$ cat config.mk
export PLATFORM = sky130hd
export DESIGN_NAME = mcc_top
export DESIGN_NICKNAME = d
export VERILOG_FILES = /design/src/mcc_pkg.sv /design/src/mcc_top.sv
export VERILOG_INCLUDE_DIRS = /design/src /design/src/src
export SDC_FILE = /design/constraint.sdc
export NUM_CORES = 1
export LEC_CHECK = 0
export ABC_AREA = 1
export BUFFER_PORTS_ARGS = -buffer_cell sky130_fd_sc_hd__buf_2
export CORE_UTILIZATION = 45
export DETAILED_ROUTE_END_ITERATION = 12
export PLACE_DENSITY = 0.73
export SYNTH_ARGS = -nofsm -noshare
export SYNTH_HDL_FRONTEND = slang
export SYNTH_SLANG_ARGS = --single-unit
$ cat constraint.sdc
create_clock -name sys_clk_in -period 1.57 [get_ports sys_clk_in]
set_input_delay 0.157 -clock sys_clk_in [delete_from_list [all_inputs] [get_ports sys_clk_in]]
set_output_delay 0.157 -clock sys_clk_in [all_outputs]
set_load 0.1 [all_outputs]
$ cat src/mcc_map.svh
// register offsets, fields, reset values and timing counts for measurement capture control
`ifndef MCC_MAP_SVH
`define MCC_MAP_SVH

// ****************************************
// register indices and byte addresses
// ****************************************
`define MCC_IDX_APP 16'h1801
`define MCC_IDX_PER 16'h1802
`define MCC_IDX_SYNC 16'h1803
`define MCC_IDX_CHEN 16'h1808
`define MCC_IDX_STAT 16'h1810
`define MCC_ADDR_APP 32'h0000_6004
`define MCC_ADDR_PER 32'h0000_6008
`define MCC_ADDR_SYNC 32'h0000_600C
`define MCC_ADDR_CHEN 32'h0000_6020
`define MCC_ADDR_STAT 32'h0000_6040

// ****************************************
// field positions and values
// ****************************************
`define MCC_APP_CELL_BIT 0
`define MCC_APP_AUXA_BIT 1
`define MCC_APP_HOLD_BIT 15
`define MCC_PER_POLICY_BIT 12
`define MCC_PER_LEN_MIN 9'h010
`define MCC_PER_RESET 16'h0010
`define MCC_SYNC_START_BIT 0
`define MCC_SYNC_QUICK_BIT 1
`define MCC_SYNC_HOLD_BIT 15

// ****************************************
// timing
// ****************************************
`define MCC_CLK_NS 50
`define MCC_PAUSE_NS 1000
`define MCC_PAUSE_CYC ((`MCC_PAUSE_NS + `MCC_CLK_NS - 1) / `MCC_CLK_NS)
`define MCC_PAIRED_NS 2000
`define MCC_PAIRED_CYC ((`MCC_PAIRED_NS + `MCC_CLK_NS - 1) / `MCC_CLK_NS)
`define MCC_QUICK_NS 500
`define MCC_QUICK_CYC ((`MCC_QUICK_NS + `MCC_CLK_NS - 1) / `MCC_CLK_NS)

`endif

$ cat src/mcc_pkg.sv
// types for measurement capture control
package mcc_pkg;
    typedef enum logic [1:0] {MCC_IDLE, MCC_HOLD_WAIT, MCC_PAIRED, MCC_QUICK} mcc_state_t;
endpackage

$ cat src/mcc_top.sv
// measurement capture control with ahb-lite register slave
//
// Overview of operation
// - app bit 1 captures aux input a; with hold, balancing pauses
// - app bit 0 captures cell terminal results into result registers
// - cell terminal capture only exists in the primary chain instance
// - policy bit 12 zero refreshes periodic results every period end
// - policy one updates once per write made while it is already one; the write that sets it does not update
// - bits 8:0 hold measurements per period, reset sixteen
// - period count writes below sixteen store sixteen
// - period count accepts up to 511
// - periodic bits 15:13 and 11:9 read zero, not writable
// - sync bit 15 suspends balancing during the capture it starts
// - if balancing ran, capture waits for pause timer
// - hold request ignored when write starts no capture, except a quick request during a quick cycle
// - sync bit 1 runs a dummy quick cycle, storing nothing
// - quick cycle ignored with paired start or while paired runs
// - sync bit 0 starts paired top/bottom voltage capture
// - paired start ignored with no channel enabled or already running
// - quick and paired start bits read zero
// - capture bits are write-only triggers; zero does nothing
// - per-channel enables decide whether any channel is enabled
//
// The implementer's own choice: the AHB-Lite register port.
`timescale 1ns/1ns
`default_nettype none
`include "mcc_map.svh"

module mcc_top
    import mcc_pkg::*;
#(
    parameter bit IS_PRIMARY = 1'b1,
    parameter int CH_NUM = 16
)(
    input wire logic sys_clk_in, // 20 MHz clock
    input wire logic rstn_in, // async reset, low
    input wire logic clk_en_in, // freezes all state when low
    input wire logic hsel_in, // slave select
    input wire logic [31:0] haddr_in, // byte address
    input wire logic [1:0] htrans_in, // transfer type
    input wire logic hwrite_in, // write strobe
    input wire logic [2:0] hsize_in, // transfer size
    input wire logic [31:0] hwdata_in, // write data
    input wire logic hready_in, // bus ready
    input wire logic balancing_in, // balancing active (pin domain)
    input wire logic period_end_in, // periodic measurement period ended
    output logic [31:0] hrdata_out, // read data
    output logic hreadyout_out, // always ready
    output logic hresp_out, // always okay
    output logic cell_capture_out, // cell terminal capture pulse
    output logic aux_a_capture_out, // aux input a capture pulse
    output logic periodic_update_out, // periodic result update pulse
    output logic [8:0] period_count_out, // measurements per period
    output logic balance_hold_out, // balancing paused
    output logic paired_start_out, // paired capture start pulse
    output logic paired_busy_out, // paired cycle running
    output logic quick_start_out // dummy quick cycle pulse
);

    // ****************************************
    // timing constants
    // ****************************************
    localparam logic [7:0] PAUSE_CYC = 8'(`MCC_PAUSE_CYC);
    localparam logic [7:0] PAIRED_CYC = 8'(`MCC_PAIRED_CYC);
    localparam logic [7:0] QUICK_CYC = 8'(`MCC_QUICK_CYC);

    // clamp a period count to the minimum
    function automatic logic [8:0] clamp_len(input logic [8:0] v);
        clamp_len = (v < `MCC_PER_LEN_MIN) ? `MCC_PER_LEN_MIN : v;
    endfunction

    // ****************************************
    // ahb-lite slave
    // ****************************************
    logic wr_pend_r, rd_pend_r;
    logic [31:0] addr_r;
    logic bal_s1_r, bal_s2_r;
    logic policy_r;
    logic [8:0] len_r;
    logic [CH_NUM-1:0] chen_r;
    mcc_state_t state_r, state_nxt;
    logic [7:0] cnt_r, cnt_nxt;
    logic hold_r, hold_nxt;
    logic cell_r, auxa_r, upd_r, pstart_r, qstart_r, pstart_nxt, qstart_nxt;
    logic [31:0] rdata_r;
    logic wait_quick_r, busy_r;

    // address phase accepted for this slave
    wire logic addr_ok = hsel_in && hready_in && htrans_in[1];
    wire logic wr_app = wr_pend_r && (addr_r == `MCC_ADDR_APP);
    wire logic wr_per = wr_pend_r && (addr_r == `MCC_ADDR_PER);
    wire logic wr_sync = wr_pend_r && (addr_r == `MCC_ADDR_SYNC);
    wire logic wr_chen = wr_pend_r && (addr_r == `MCC_ADDR_CHEN);
    wire logic any_ch = |chen_r;
    wire logic running = (state_r != MCC_IDLE);
    // app capture bits; cell capture absent in secondary chain
    wire logic cell_go = wr_app && hwdata_in[`MCC_APP_CELL_BIT] && IS_PRIMARY;
    wire logic auxa_go = wr_app && hwdata_in[`MCC_APP_AUXA_BIT];
    wire logic app_hold = wr_app && hwdata_in[`MCC_APP_HOLD_BIT] && (cell_go || auxa_go);
    // paired start wins; quick ignored beside it or during a paired cycle
    wire logic paired_go = wr_sync && hwdata_in[`MCC_SYNC_START_BIT] && any_ch && !running;
    wire logic quick_go = wr_sync && hwdata_in[`MCC_SYNC_QUICK_BIT] && !hwdata_in[`MCC_SYNC_START_BIT]
                          && (state_r != MCC_PAIRED) && (state_r != MCC_HOLD_WAIT);
    wire logic sync_hold = wr_sync && hwdata_in[`MCC_SYNC_HOLD_BIT] && (paired_go || quick_go);
    // read mux on the address phase, so the word stands through the data phase
    wire logic [31:0] rd_addr = {haddr_in[31:2], 2'b00};
    wire logic [31:0] rd_mux =
        (rd_addr == `MCC_ADDR_PER) ? {19'h0, policy_r, 3'h0, len_r} :
        (rd_addr == `MCC_ADDR_CHEN) ? 32'(chen_r) :
        (rd_addr == `MCC_ADDR_STAT) ? {29'h0, hold_r, running, policy_r} :
        32'h0000_0000;

    // address phase capture; data phase is zero wait
    always_ff @(posedge sys_clk_in or negedge rstn_in)
    begin
        if (!rstn_in)
        begin
            wr_pend_r <= 1'b0;
            rd_pend_r <= 1'b0;
            addr_r <= 32'h0000_0000;
        end
        else if (clk_en_in)
        begin
            wr_pend_r <= addr_ok && hwrite_in;
            rd_pend_r <= addr_ok && !hwrite_in;
            if (addr_ok)
                addr_r <= {haddr_in[31:2], 2'b00};
        end
    end

    // read data loaded at the address phase edge; a read right behind a write sees the old word
    always_ff @(posedge sys_clk_in or negedge rstn_in)
    begin
        if (!rstn_in)
            rdata_r <= 32'h0000_0000;
        else if (clk_en_in)
            rdata_r <= (addr_ok && !hwrite_in) ? rd_mux : 32'h0000_0000;
    end
    assign hrdata_out = rdata_r;
    assign hreadyout_out = 1'b1;
    assign hresp_out = 1'b0;

    // ****************************************
    // configuration registers
    // ****************************************
    // balancing status comes from another domain: two flops
    always_ff @(posedge sys_clk_in or negedge rstn_in)
    begin
        if (!rstn_in)
        begin
            bal_s1_r <= 1'b0;
            bal_s2_r <= 1'b0;
            policy_r <= 1'b0;
            len_r <= 9'(`MCC_PER_RESET);
            chen_r <= '0;
        end
        else if (clk_en_in)
        begin
            bal_s1_r <= balancing_in;
            bal_s2_r <= bal_s1_r;
            if (wr_per)
            begin
                policy_r <= hwdata_in[`MCC_PER_POLICY_BIT];
                len_r <= clamp_len(hwdata_in[8:0]);
            end
            if (wr_chen)
                chen_r <= hwdata_in[CH_NUM-1:0];
        end
    end
    assign period_count_out = len_r;

    // ****************************************
    // cycle sequencer
    // ****************************************
    // hold waits for pause timer only if balancing was running
    always_comb
    begin
        state_nxt = state_r;
        cnt_nxt = cnt_r;
        hold_nxt = hold_r;
        pstart_nxt = 1'b0;
        qstart_nxt = 1'b0;
        if (app_hold || sync_hold)
            hold_nxt = 1'b1;
        unique case (state_r)
            MCC_IDLE:
            begin
                if (paired_go || quick_go)
                begin
                    if (sync_hold && bal_s2_r)
                    begin
                        state_nxt = MCC_HOLD_WAIT;
                        cnt_nxt = PAUSE_CYC;
                    end
                    else
                    begin
                        state_nxt = paired_go ? MCC_PAIRED : MCC_QUICK;
                        cnt_nxt = paired_go ? PAIRED_CYC : QUICK_CYC;
                        pstart_nxt = paired_go;
                        qstart_nxt = quick_go;
                    end
                end
                else if (!app_hold)
                    hold_nxt = 1'b0;
            end
            MCC_HOLD_WAIT:
            begin
                cnt_nxt = cnt_r - 8'h01;
                if (cnt_r == 8'h01)
                begin
                    // a held quick cycle resumes as quick, with its own length
                    state_nxt = wait_quick_r ? MCC_QUICK : MCC_PAIRED;
                    cnt_nxt = wait_quick_r ? QUICK_CYC : PAIRED_CYC;
                    pstart_nxt = !wait_quick_r;
                    qstart_nxt = wait_quick_r;
                end
            end
            MCC_PAIRED, MCC_QUICK:
            begin
                cnt_nxt = cnt_r - 8'h01;
                if (cnt_r == 8'h01)
                begin
                    state_nxt = MCC_IDLE;
                    hold_nxt = 1'b0;
                end
            end
        endcase
    end

    // sequencer and pulse registers
    always_ff @(posedge sys_clk_in or negedge rstn_in)
    begin
        if (!rstn_in)
        begin
            state_r <= MCC_IDLE;
            cnt_r <= 8'h00;
            hold_r <= 1'b0;
            pstart_r <= 1'b0;
            qstart_r <= 1'b0;
            cell_r <= 1'b0;
            auxa_r <= 1'b0;
            upd_r <= 1'b0;
            wait_quick_r <= 1'b0;
            busy_r <= 1'b0;
        end
        else if (clk_en_in)
        begin
            state_r <= state_nxt;
            cnt_r <= cnt_nxt;
            hold_r <= hold_nxt;
            busy_r <= (state_nxt == MCC_PAIRED);
            pstart_r <= pstart_nxt;
            qstart_r <= qstart_nxt;
            if (state_r == MCC_IDLE && state_nxt == MCC_HOLD_WAIT)
                wait_quick_r <= quick_go;
            cell_r <= cell_go;
            auxa_r <= auxa_go;
            upd_r <= policy_r ? wr_per : period_end_in;
        end
    end
    assign cell_capture_out = cell_r;
    assign aux_a_capture_out = auxa_r;
    assign periodic_update_out = upd_r;
    assign balance_hold_out = hold_r;
    assign paired_start_out = pstart_r;
    assign paired_busy_out = busy_r; // flop copy of the paired state
    assign quick_start_out = qstart_r;

    // ****************************************
    // assertions
    // ****************************************
    property p_cell_pulse;
        @(posedge sys_clk_in) disable iff (!rstn_in)
        clk_en_in && wr_app && hwdata_in[0] && IS_PRIMARY |=> cell_capture_out;
    endproperty
    a_cell_pulse: assert property (p_cell_pulse) else $error("cell capture missing");

    property p_no_cell_secondary;
        @(posedge sys_clk_in) disable iff (!rstn_in)
        !IS_PRIMARY |-> !cell_capture_out;
    endproperty
    a_no_cell_secondary: assert property (p_no_cell_secondary) else $error("secondary cell capture");

    property p_auxa;
        @(posedge sys_clk_in) disable iff (!rstn_in)
        clk_en_in && wr_app && !hwdata_in[1] |=> !aux_a_capture_out;
    endproperty
    a_auxa: assert property (p_auxa) else $error("aux capture on zero write");

    property p_len_min;
        @(posedge sys_clk_in) disable iff (!rstn_in)
        period_count_out >= 9'h010;
    endproperty
    a_len_min: assert property (p_len_min) else $error("period count below min");

    property p_pulse_single;
        @(posedge sys_clk_in) disable iff (!rstn_in)
        clk_en_in && paired_start_out |=> !paired_start_out;
    endproperty
    a_pulse_single: assert property (p_pulse_single) else $error("start pulse too long");

    property p_no_ch;
        @(posedge sys_clk_in) disable iff (!rstn_in)
        clk_en_in && wr_sync && !any_ch && state_r == MCC_IDLE |=> !paired_start_out && state_r != MCC_PAIRED;
    endproperty
    a_no_ch: assert property (p_no_ch) else $error("paired start without channel");

    property p_quick_ignored;
        @(posedge sys_clk_in) disable iff (!rstn_in)
        clk_en_in && wr_sync && hwdata_in[0] && hwdata_in[1] |=> !quick_start_out;
    endproperty
    a_quick_ignored: assert property (p_quick_ignored) else $error("quick not ignored");

    property p_hold_during;
        @(posedge sys_clk_in) disable iff (!rstn_in)
        clk_en_in && sync_hold && paired_go && !bal_s2_r |=> balance_hold_out && paired_start_out;
    endproperty
    a_hold_during: assert property (p_hold_during) else $error("hold not applied");

    property p_hold_wait;
        @(posedge sys_clk_in) disable iff (!rstn_in)
        clk_en_in && sync_hold && paired_go && bal_s2_r |=> !paired_start_out;
    endproperty
    a_hold_wait: assert property (p_hold_wait) else $error("capture not delayed");

    property p_read_zero;
        @(posedge sys_clk_in) disable iff (!rstn_in)
        rd_pend_r && addr_r == `MCC_ADDR_PER |-> hrdata_out[15:13] == 3'h0 && hrdata_out[11:9] == 3'h0;
    endproperty
    a_read_zero: assert property (p_read_zero) else $error("reserved bits nonzero");

    property p_auxa_pulse;
        @(posedge sys_clk_in) disable iff (!rstn_in)
        clk_en_in && wr_app && hwdata_in[1] |=> aux_a_capture_out;
    endproperty
    a_auxa_pulse: assert property (p_auxa_pulse) else $error("aux capture missing");

    property p_auto_update;
        @(posedge sys_clk_in) disable iff (!rstn_in)
        clk_en_in && !policy_r && period_end_in |=> periodic_update_out;
    endproperty
    a_auto_update: assert property (p_auto_update) else $error("auto update missing");

    property p_once_update;
        @(posedge sys_clk_in) disable iff (!rstn_in)
        clk_en_in && policy_r && wr_per |=> periodic_update_out;
    endproperty
    a_once_update: assert property (p_once_update) else $error("write update missing");

    property p_len_keep;
        @(posedge sys_clk_in) disable iff (!rstn_in)
        clk_en_in && wr_per && hwdata_in[8:0] >= 9'h010 |=> period_count_out == $past(hwdata_in[8:0]);
    endproperty
    a_len_keep: assert property (p_len_keep) else $error("period count not kept");

    property p_hold_ignored;
        @(posedge sys_clk_in) disable iff (!rstn_in)
        clk_en_in && wr_sync && !hwdata_in[0] && !hwdata_in[1] && state_r == MCC_IDLE |=> !balance_hold_out;
    endproperty
    a_hold_ignored: assert property (p_hold_ignored) else $error("hold without capture");

    property p_quick_start;
        @(posedge sys_clk_in) disable iff (!rstn_in)
        clk_en_in && wr_sync && hwdata_in[1] && !hwdata_in[0] && !hwdata_in[15]
        && state_r == MCC_IDLE |=> quick_start_out;
    endproperty
    a_quick_start: assert property (p_quick_start) else $error("quick start missing");

    property p_quick_busy;
        @(posedge sys_clk_in) disable iff (!rstn_in)
        clk_en_in && wr_sync && hwdata_in[1] && state_r == MCC_PAIRED |=> !quick_start_out;
    endproperty
    a_quick_busy: assert property (p_quick_busy) else $error("quick during paired");

    property p_paired_busy;
        @(posedge sys_clk_in) disable iff (!rstn_in)
        clk_en_in && wr_sync && hwdata_in[0] && state_r == MCC_PAIRED |=> !paired_start_out;
    endproperty
    a_paired_busy: assert property (p_paired_busy) else $error("paired restart while running");

    c_paired: cover property (@(posedge sys_clk_in) paired_start_out);
    c_quick: cover property (@(posedge sys_clk_in) quick_start_out);
    c_wait: cover property (@(posedge sys_clk_in) state_r == MCC_HOLD_WAIT);
    c_update: cover property (@(posedge sys_clk_in) policy_r && periodic_update_out);

endmodule

`default_nettype wire

==> results_dict.tcl, run 1 <==
set metrics [dict create \
    syn_to_final_growth_pct 33.2 \
    cts_root_buf "clkbuf_8" \
    via_count 4498 \
    cts_sinks 93 \
    fmax_mhz 546 \
    wl_per_cell_um 13.5 \
    r2r-start "addr_r[5]$_DFFE_PN0P_" \
    stdcell_area_sq_um 6300 \
    hp-start "balancing_in" \
    ys_seq_elements 93 \
    grt-ovfl-total 0 \
    initial_core_util_pct 46.2 \
    clockBufferDepth 2 \
    cts_htree_levels 3 \
    grt_first_pass_wirelength_mm 19.9 \
    setup_violations 34 \
    yosysWarningCount 0 \
    antenna_found_initial 0 \
    grt_max_degree 94 \
    placed_cell_area_sq_um 5720 \
    netlist_area_sq_um 4730 \
    leakage_nw 3.62 \
    rsz0062_at_grt "yes" \
    cts_buffers 9 \
    yosys.cell_types.count 43 \
    status "finished, violations left" \
    start_kind "register" \
    min_period_ns 1.83 \
    holdWs_ns 0.0114 \
    grt_usage_pct 23.0 \
    violations "setup timing" \
    synth_edf_count 0 \
    clk_latency_ns 0.38 \
    detail_route.wirelength_mm 12.4 \
    gp_congestion 0.853 \
    setup.worst_path.start "addr_r[5]$_DFFE_PN0P_" \
    crit_required_ns 1.85 \
    syn_area_per_cell_sq_um 7.77 \
    drc 0 \
    vdd.ir_drop.worst_mv 0.566 \
    arrival_ns 2.11 \
    cp-end-kind "register" \
    drt-vias-per-instance 4.92 \
    finalNetCount 852 \
    io_pins 127 \
    grt_pass1_vias 4355 \
    drt_first_pass_iters 7 \
    num_rows 37 \
    final_util_pct 61.6 \
    drt_iter0_markers 298 \
    min_path_type "input port to register" \
    clk_pin_slew_ns 0.10 \
    hold_viol_final 0 \
    maxCapViolCount 0 \
    drive_gt1_share_pct 32.3 \
    antenna_cells 0 \
    post-dp-hpwl_mm 8.52 \
    synth_cells 608 \
    ys.flop_type "dfrtp_1" \
    die_h_um 104 \
    slew_headroom_pct 65.9 \
    slew_viol_final 0 \
    async_flop_share_pct 100 \
    fin_skew_ns 0.0171 \
    worstSetupPathType "register to register" \
    tritoncts "done" \
    seq_area_frac_synth_pct 49.3 \
    dp_slack_ns -0.260 \
    pwr_density_cell_nw_per_um2 1030 \
    io_buffer_count 86 \
    finalPower_mw 6.49 \
    ant_nets 0 \
    path_max_fanout 4 \
    fp.dieW_um 104 \
    die_area_sq_um 10900 \
    fin_crit_sh_pct 117 \
    worstMarginPinSlew_ns 0.511 \
    setup_ws_ns -0.260 \
    core-area_sq_um 10200 \
]
## cell families after synthesis
kind of cell | after synthesis | share of synthesized area (%)
multiplexers | 8 | 1.69
adder cells (fa/ha/maj) | 2 | 0.529
buffers and inverters | 108 | 10.1
flip-flops | 93 | 49.3
other | 2 | 0.159
XOR/XNOR | 6 | 1.11
AO/OA/AOI/OAI | 74 | 8.76
AND/OR/NAND/NOR | 315 | 28.4
## placed cells by master (no fill, tap or decap), types with 4 or more instances in the layout
cell type and instances:
conb_1 18, a21oi_2 9, inv_1 69, nand2_2 11, nand2_1 178, buf_2 85
nor3_1 5, nand3_1 22, inv_2 5, a21oi_1 6, nor2_2 25, dlygate4sd3_1 8
dfrtp_1 92, nor2_1 47, mux2i_1 8, buf_4 71, nor2_4 4, buf_6 4
nand4_1 8, o21ai_1 12, o21ai_0 31, o211ai_1 4, clkbuf_8 10
## final timing paths
check / end / slack (ns) / cells past startpoint
worst min register to register: period_count_out[4]$_DFFE_PN1P_ / 0.48 / 2
worst max-delay path: wait_quick_r$_DFFE_PN0P_ / -0.26 / 11
min in group asynchronous: addr_r[21]$_DFFE_PN0P_ / 0.36 / 3
max in group asynchronous: chen_r[11]$_DFFE_PN0P_ / 0.81 / 3
worst max register to register: wait_quick_r$_DFFE_PN0P_ / -0.26 / 11
worst min-delay path: bal_s1_r$_DFFE_PN0P_ / 0.01 / 3
## power by group
part | switching (mW) | internal (mW) | total, mW
Clock | 0.911 | 0.643 | 1.55
Combinational | 1.26 | 0.766 | 2.03
Sequential | 0.224 | 2.69 | 2.91
## layout make-up
cell class	instances	area [sq um]
tap	136	170
inverter	75	287
clock buffer	11	141
clock inverter	5	42.5
multi-input combinational	423	2180
fill	877	3930
sequential	93	2330
timing repair buffer	171	1150
## metrics by stage
| step | cells | TNS (ns) |
|---|---|---|
| 5_1_grt | 914 | -9.22 |
| 6_report | 914 | -4.78 |
| 3_3_place_gp | 880 | -3.93 |
| 2_1_floorplan | 624 | 0 |
| 3_5_place_dp | 880 | -5.81 |
| 4_1_cts | 908 | -3.41 |
## worst max-delay path, cell delays in order, from the launching register on
cell     delay (ns)
dfrtp_1        0.39
or2_4          0.28
nor3_2         0.13
nand2_1        0.11
nor2_4         0.16
o21ai_4        0.11
nor2_4         0.16
nand2_2        0.07
nand2_2        0.11
nand4_1        0.10
nand2_1        0.07
inv_1          0.03
## per-layer routing
metal / global-route usage, % / share of wire, % / vias to the layer above / routed length [um]
met5: 0 / 0 / - / 0
met3: 3.51 / 4.6 / 42 / 568
met1: 28.7 / 42 / 2123 / 5190
met2: 39.2 / 50 / 137 / 6130
met4: 10.1 / 3.7 / 0 / 463
li1: - / - / 2196 / -
## state kept, by name, summed over array words and instances (netlist names), 2 cells and up
register	flops
hrdata_out	16
cnt_r	8
chen_r	16
addr_r	30
period_count_out	9
state_r	2
## cells in the mapped netlist, drive strengths merged, types with 2 or more instances
library cell  number  area, sq um
xor2               3         26.3
o31ai              2         15.0
clkbuf            13         48.8
nand3b             2         18.8
nand4              9         62.6
a21oi             16         87.6
nand2            190          726
nand3             24          120
nor4               3         33.8
dfrtp             92         2300
buf               20          145
o21bai             3         22.5
conb               2         7.51
inv               74          278
nor3               9         66.3
o211ai             4         30.0
nor2              76          303
o21ai             45          229
ha                 2         25.0
mux2i              8         80.1
xnor2              3         26.3
## timing repair
| action | in CTS | in global routing |
|---|---|---|
| buffers inserted | 4 | 4 |
| hold buffers | 8 | 0 |
| gates resized for setup | 26 | 38 |
| gates cloned | 0 | 2 |
| pin swaps | 16 | 14 |
| setup endpoints to repair | 42 | 42 |
| hold endpoints to repair | 99 | 0 |
(Power assumes the default switching activity.)
==> run 2: changes to the inputs <==
BUFFER_PORTS_ARGS = -buffer_cell sky130_fd_sc_hd__buf_4   (was -buffer_cell sky130_fd_sc_hd__buf_2)
==> run 2 against run 1 <==
Critical path depth grew 1. Highest routed layer unchanged. Total power grew 0.20%. The run still ends with setup timing left. Sequential share of layout area shrank 1.7 points. Worst hold slack gained 0.0031 ns.
==> results_dict.tcl, run 2 (synthesis results as in run 1) <==
set metrics [dict create \
    die_area_sq_um 10900 \
    drive_gt1_share_pct 32.7 \
    clockBufferDepth 2 \
    cp.depth 12 \
    ant_nets 0 \
    die_h_um 104 \
    vdd.ir_drop.worst_mv 0.509 \
    r2r-start "addr_r[22]$_DFFE_PN0P_" \
    pwr_density_cell_nw_per_um2 986 \
    grt-ovfl-total 0 \
    detail_route.wirelength_mm 12.7 \
    cpMaxStageDelayCell "dfrtp_1" \
    fp.dieW_um 104 \
    core-area_sq_um 10200 \
    cts_htree_levels 3 \
    setup_ws_ns -0.283 \
    post-dp-hpwl_mm 8.87 \
    crit_chain "nor2_2 -> nand2_1 -> nor2_1 -> nand3_2 -> nor2_4 -> o21ai_4 -> nor2_4 -> nand2_2 -> nand2_2 -> nand4_1 -> nand2_1 -> inv_1" \
    finalNetCount 855 \
    drc 0 \
    num_rows 37 \
    grt_max_degree 38 \
    tritoncts "done" \
    violations "setup timing" \
    clk_pin_slew_ns 0.09 \
    crit_required_ns 1.85 \
    maxCapViolCount 0 \
    start_kind "register" \
    leakage_nw 3.66 \
    worstMarginPinSlew_ns 0.593 \
    antenna_found_initial 0 \
    antenna_cells 0 \
    status "finished, violations left" \
    fin_crit_sh_pct 118 \
    gp_congestion 0.888 \
    cp-end-kind "register" \
    final_util_pct 64.5 \
    holdWs_ns 0.0145 \
    layout_common_cells "nand2_1, buf_4, dfrtp_1, inv_1, nor2_1" \
    r2r_end "wait_quick_r$_DFFE_PN0P_" \
    min_period_ns 1.85 \
    slowest_delay_ns 0.40 \
    initial_core_util_pct 46.2 \
    cts_buffers 9 \
    setup_violations 42 \
    hold_viol_final 0 \
    min_path_type "input port to register" \
    clk_latency_ns 0.38 \
    grt_first_pass_wirelength_mm 20.3 \
    largest_reg_flops 30 \
    slew_headroom_pct 60.3 \
    crit_family "simple AND/OR/NAND/NOR gates" \
    drt_iter0_markers 240 \
    fin_skew_ns 0.0138 \
    grt_pass1_vias 4482 \
    reg2reg_setup_slack_ns -0.28 \
    regMostFlops "addr_r" \
    arrival_ns 2.14 \
    setup.worst_path.start "addr_r[22]$_DFFE_PN0P_" \
    rsz0062_at_grt "yes" \
    wl_per_cell_um 13.9 \
    drt-vias-per-instance 4.96 \
    grt_usage_pct 23.6 \
    critPathBufInv 1 \
    io_buffer_count 86 \
    final.setup.tns_ns -6.38 \
    final_common_cell "nand2_1" \
    cts_root_buf "clkbuf_8" \
    cts_sinks 93 \
    fmax_mhz 540 \
    path_max_fanout 4 \
    worstSetupPathType "register to register" \
    via_count 4550 \
    crit_path_end "wait_quick_r$_DFFE_PN0P_" \
    slew_viol_final 0 \
    drt_first_pass_iters 5 \
    io_pins 127 \
    rr_worst_depth 12 \
    syn_to_final_growth_pct 39.5 \
]
==> run 2: changes by cell type in the layout (fill, tap and decap cells not counted), moves of 3 or more <==
cell,delta
nor2_1,+4
o21ai_2,+3
buf_2,-85
buf_4,+76
o21ai_0,-7
dlygate4sd3_1,+10
nand2_1,-11
o21ai_1,+4
nand2_2,+10
a21oi_1,+3
==> run 2: worst register-to-register path, stage by stage, from the launching register on <==
cell	delay (ns)
dfrtp_1	0.40
nor2_2	0.16
nand2_1	0.07
nor2_1	0.13
nand3_2	0.14
nor2_4	0.20
o21ai_4	0.11
nor2_4	0.16
nand2_2	0.07
nand2_2	0.12
nand4_1	0.10
nand2_1	0.08
inv_1	0.04
==> run 2: what timing repair did <==
item                                   in CTS  in global routing
gates cloned                                0                  3
endpoints found under the hold margin      40                  0
hold buffers                               18                  0
gates resized for setup                    15                 78
setup endpoints to repair                  42                 42
pin swaps                                  12                 19
buffers inserted                            2                  5
==> run 2: report_power, final <==
part / switching, mW / internal, mW
combinational: 1.29 / 0.847
clock: 0.878 / 0.582
sequential: 0.218 / 2.69
==> run 2: cell type report <==
cell class	count	area (sq um)
repair buffers	174	1410
inverters	75	289
clock inverters	5	37.5
clock buffers	11	131
well taps	136	170
flip-flops and latches	93	2330
multi-input cells	423	2230
fillers	874	3630
==> run 2: worst min path at each step <==
| stage | cells past startpoint | endpoint | start | slack (ns) |
|---|---|---|---|---|
| 3_5_place_dp | 1 | addr_r[22]$_DFFE_PN0P_ | rstn_in | 0.09 |
| 5_1_grt | 2 | wr_pend_r$_DFFE_PN0P_ | hwrite_in | 0.008 |
| 6_report | 3 | addr_r[14]$_DFFE_PN0P_ | haddr_in[14] | 0.01 |
| 3_3_place_gp | 1 | addr_r[23]$_DFFE_PN0P_ | rstn_in | 0.09 |
| 4_1_cts | 3 | addr_r[14]$_DFFE_PN0P_ | haddr_in[14] | 0.005 |
| 2_1_floorplan | 0 | addr_r[10]$_DFFE_PN0P_ | rstn_in | -0.14 |
==> run 2: metal layers <==
metal | track usage (%) | wire length (um) | vias to the layer above
met5 | 0 | 0 | -
met4 | 9.08 | 256 | 0
met3 | 4.32 | 598 | 20
met2 | 41.0 | 6630 | 142
met1 | 29.0 | 5230 | 2181
li1 | - | - | 2207
==> run 2: through the flow <==
stage | worst slack, ns | cells | area [sq um] | power (mW)
after floorplan | 0.00219 | 624 | 4790 | 4.11
after global placement | -0.196 | 874 | 5900 | 4.73
after detailed placement | -0.245 | 874 | 5900 | 4.79
after CTS | -0.187 | 910 | 6310 | 6.33
after global routing | -0.357 | 917 | 6600 | 6.87
final | -0.283 | 917 | 6600 | 6.50
==> run 3: changes to the inputs <==
ABC_AREA = 0   (was 1)
==> run 3 against run 2 <==
The flow still finishes with violations (setup timing). Count of clock-buffer cells in the layout shrank 2. Fmax shrank 7.4%. Total power is essentially flat. Worst setup slack lost 0.15 ns. Sequential cell count is the same. Core utilization grew 2.7 points. Combinational power shrank 14%. Register-to-register slack lost 0.15 ns. Global-route usage shrank 0.36 points. Via count shrank 15%. Clock skew grew 0.0038 ns. First-iteration DRC count shrank 36%. Critical endpoint is now chen_r[0]$_DFFE_PN0P_. Largest power group unchanged.
==> results_dict.tcl, run 3 <==
set metrics [dict create \
    grt-ovfl-total 0 \
    fillCellCount 751 \
    num_rows 36 \
    cts_htree_levels 3 \
    ys.flop_type "dfrtp_1" \
    synth.top_cells.by_area "dfrtp_1, mux2_2, buf_4" \
    holdWs_ns 0.0110 \
    clockBufferDepth 2 \
    worstSetupPathType "register to register" \
    drive_gt1_share_pct 51.9 \
    violations "setup timing" \
    dp.cells 680 \
    hold_viol_final 0 \
    yosys.area_share.adder_pct 0.550 \
    maxCapViolCount 0 \
    arrival_ns 2.25 \
    grt_pass1_vias 3871 \
    ys_seq_elements 93 \
    fmax_mhz 500 \
    yosysMostFrequentCell "dfrtp_1" \
    ys_top_cells_by_count "dfrtp_1, mux2_2, o21ai_0" \
    yosys.cell_types.count 62 \
    die_area_sq_um 10500 \
    cts_buffers 9 \
    synth_cells 399 \
    min_path_type "input port to register" \
    drt_first_pass_iters 7 \
    antenna_found_initial 0 \
    detail_route.wirelength_mm 12.1 \
    synth-compound-area-share_pct 12.6 \
    drt_iter0_markers 154 \
    synth_top_family_by_area "simple AND/OR/NAND/NOR gates" \
    final_util_pct 67.2 \
    wl_per_cell_um 17.1 \
    leakage_nw 3.09 \
    status "finished, violations left" \
    vdd.ir_drop.worst_mv 0.664 \
    antenna_cells 0 \
    min_period_ns 2.00 \
    min_to "chen_r[14]$_DFFE_PN0P_" \
    fin_crit_sh_pct 127 \
    rsz0062_at_grt "yes" \
    synth_edf_count 0 \
    yosys.area.top_type "dfrtp_1" \
    largest_reg_flops 30 \
    via_count 3887 \
    crit_required_ns 1.82 \
    regMostFlops "addr_r" \
    ant_nets 0 \
    synth-simple-area-share_pct 15.2 \
    r2r-start "addr_r[11]$_DFFE_PN0P_" \
    post-dp-hpwl_mm 8.71 \
    fp.dieW_um 103 \
    synth_top_area_share_pct 50.6 \
    fin_cells 707 \
    syn_to_final_growth_pct 44.3 \
    r2r_end "chen_r[0]$_DFFE_PN0P_" \
    fin_skew_ns 0.0177 \
    setup_violations 44 \
    grt_max_degree 34 \
    io_buffer_count 86 \
    cts_root_buf "clkbuf_8" \
    clk_pin_slew_ns 0.11 \
    layout_common_cells "buf_4, dfrtp_1, mux2_2, mux2_4, conb_1" \
    rr_worst_depth 6 \
    drt-vias-per-instance 5.50 \
    finalNetCount 648 \
    pwr_density_cell_nw_per_um2 991 \
    setup_ws_ns -0.431 \
    synthXorXnorAreaFrac_pct 0 \
    yosysWarningCount 0 \
    holdPathStages 2 \
    initial_core_util_pct 46.5 \
    cts_sinks 93 \
    gp_congestion 0.865 \
    start_kind "register" \
    path_max_fanout 8 \
    io_pins 127 \
    synthMuxAreaShare_pct 13.9 \
    tritoncts "done" \
    syn_area_per_cell_sq_um 11.4 \
    async_flop_share_pct 100 \
    seq_area_frac_synth_pct 51.2 \
    cp-end-kind "register" \
    final.setup.tns_ns -14.58 \
    grt_usage_pct 23.2 \
    drc 0 \
    grt_first_pass_wirelength_mm 18.7 \
    clk_latency_ns 0.37 \
    hp-start "hwdata_in[14]" \
    slew_viol_final 0 \
    reg2reg_setup_slack_ns -0.43 \
    final_common_cell "buf_4" \
    core-area_sq_um 9770 \
    die_h_um 103 \
    netlist_area_sq_um 4550 \
]
## run 3: cell types whose count changed after synthesis, sizes merged, moves of 7 or more
cell / delta
a221o: +7
a22o: +7
inv: -56
mux2: +55
mux2i: -7
nand2: -175
nand3: -11
nor2: -60
nor2b: +11
nor4: +14
o21ai: -26
## run 3: cell families (layout without fill, tap and decap cells)
| group | after synthesis | count (layout) |
|---|---|---|
| compound gates | 79 | 79 |
| mux | 56 | 56 |
| fa+ha+maj | 2 | 2 |
| buf+inv | 53 | 212 |
| flops | 93 | 93 |
| simple gates | 114 | 114 |
| other cells | 2 | 18 |
## run 3: area by class of cell
cell class / instances / area (sq um) / share of cell area, %
repair buffers: 178 / 1440 / 22.0
clock inverters: 7 / 77.6 / 1.18
inverters: 18 / 67.6 / 1.03
multi-input cells: 269 / 2360 / 35.9
clock buffers: 9 / 124 / 1.89
well taps: 133 / 166 / 2.53
flip-flops and latches: 93 / 2330 / 35.5
## run 3: worst max-delay path by stage
stage,start,end,slack (ns),cells after the start
final,addr_r[11]$_DFFE_PN0P_,chen_r[0]$_DFFE_PN0P_,-0.43,6
after global placement,addr_r[12]$_DFFE_PN0P_,wait_quick_r$_DFFE_PN0P_,-0.46,5
after floorplan,addr_r[11]$_DFFE_PN0P_,chen_r[10]$_DFFE_PN0P_,-0.51,7
after CTS,state_r[1]$_DFFE_PN0P_,wait_quick_r$_DFFE_PN0P_,-0.41,5
after global routing,addr_r[19]$_DFFE_PN0P_,wait_quick_r$_DFFE_PN0P_,-0.49,5
after detailed placement,addr_r[12]$_DFFE_PN0P_,wait_quick_r$_DFFE_PN0P_,-0.47,5
## run 3: per-layer routing
metal	part of all wire, %	routed length, um	vias up	GRT usage, %
li1	-	-	1791	-
met1	44	5370	1936	30.1
met2	50	6010	134	38.9
met3	4.4	529	26	4.88
met4	1.6	189	0	7.69
met5	0	0	-	0
## run 3: power breakdown
part           switching, mW  leakage [nW]  internal, mW  total (mW)
clock network          0.931         0.106         0.761        1.69
logic                   1.00          1.80         0.837        1.84
registers              0.293          1.18          2.68        2.98
## run 3: timing repair
| action | CTS | global route |
|---|---|---|
| gates cloned | 0 | 1 |
| resized for setup | 25 | 32 |
| setup endpoints to repair | 44 | 44 |
| endpoints found under the hold margin | 29 | 0 |
| hold buffers | 1 | 0 |
| pin swaps | 14 | 15 |
| buffers inserted | 7 | 2 |
## run 3: worst max-delay path: stages (launching register included)
cell	delay, ns
dfrtp_1	0.40
nor4_2	0.32
nand4_1	0.26
nor2_4	0.17
and4_4	0.26
clkbuf_16	0.18
mux2_4	0.30
## run 3: metrics by stage
step / setup WS, ns / instance area, sq um / power, mW
2_1_floorplan: -0.511 / 4760 / 4.02
3_3_place_gp: -0.455 / 6000 / 4.59
3_5_place_dp: -0.475 / 6000 / 4.66
4_1_cts: -0.408 / 6380 / 6.44
5_1_grt: -0.487 / 6570 / 6.79
6_report: -0.431 / 6570 / 6.51
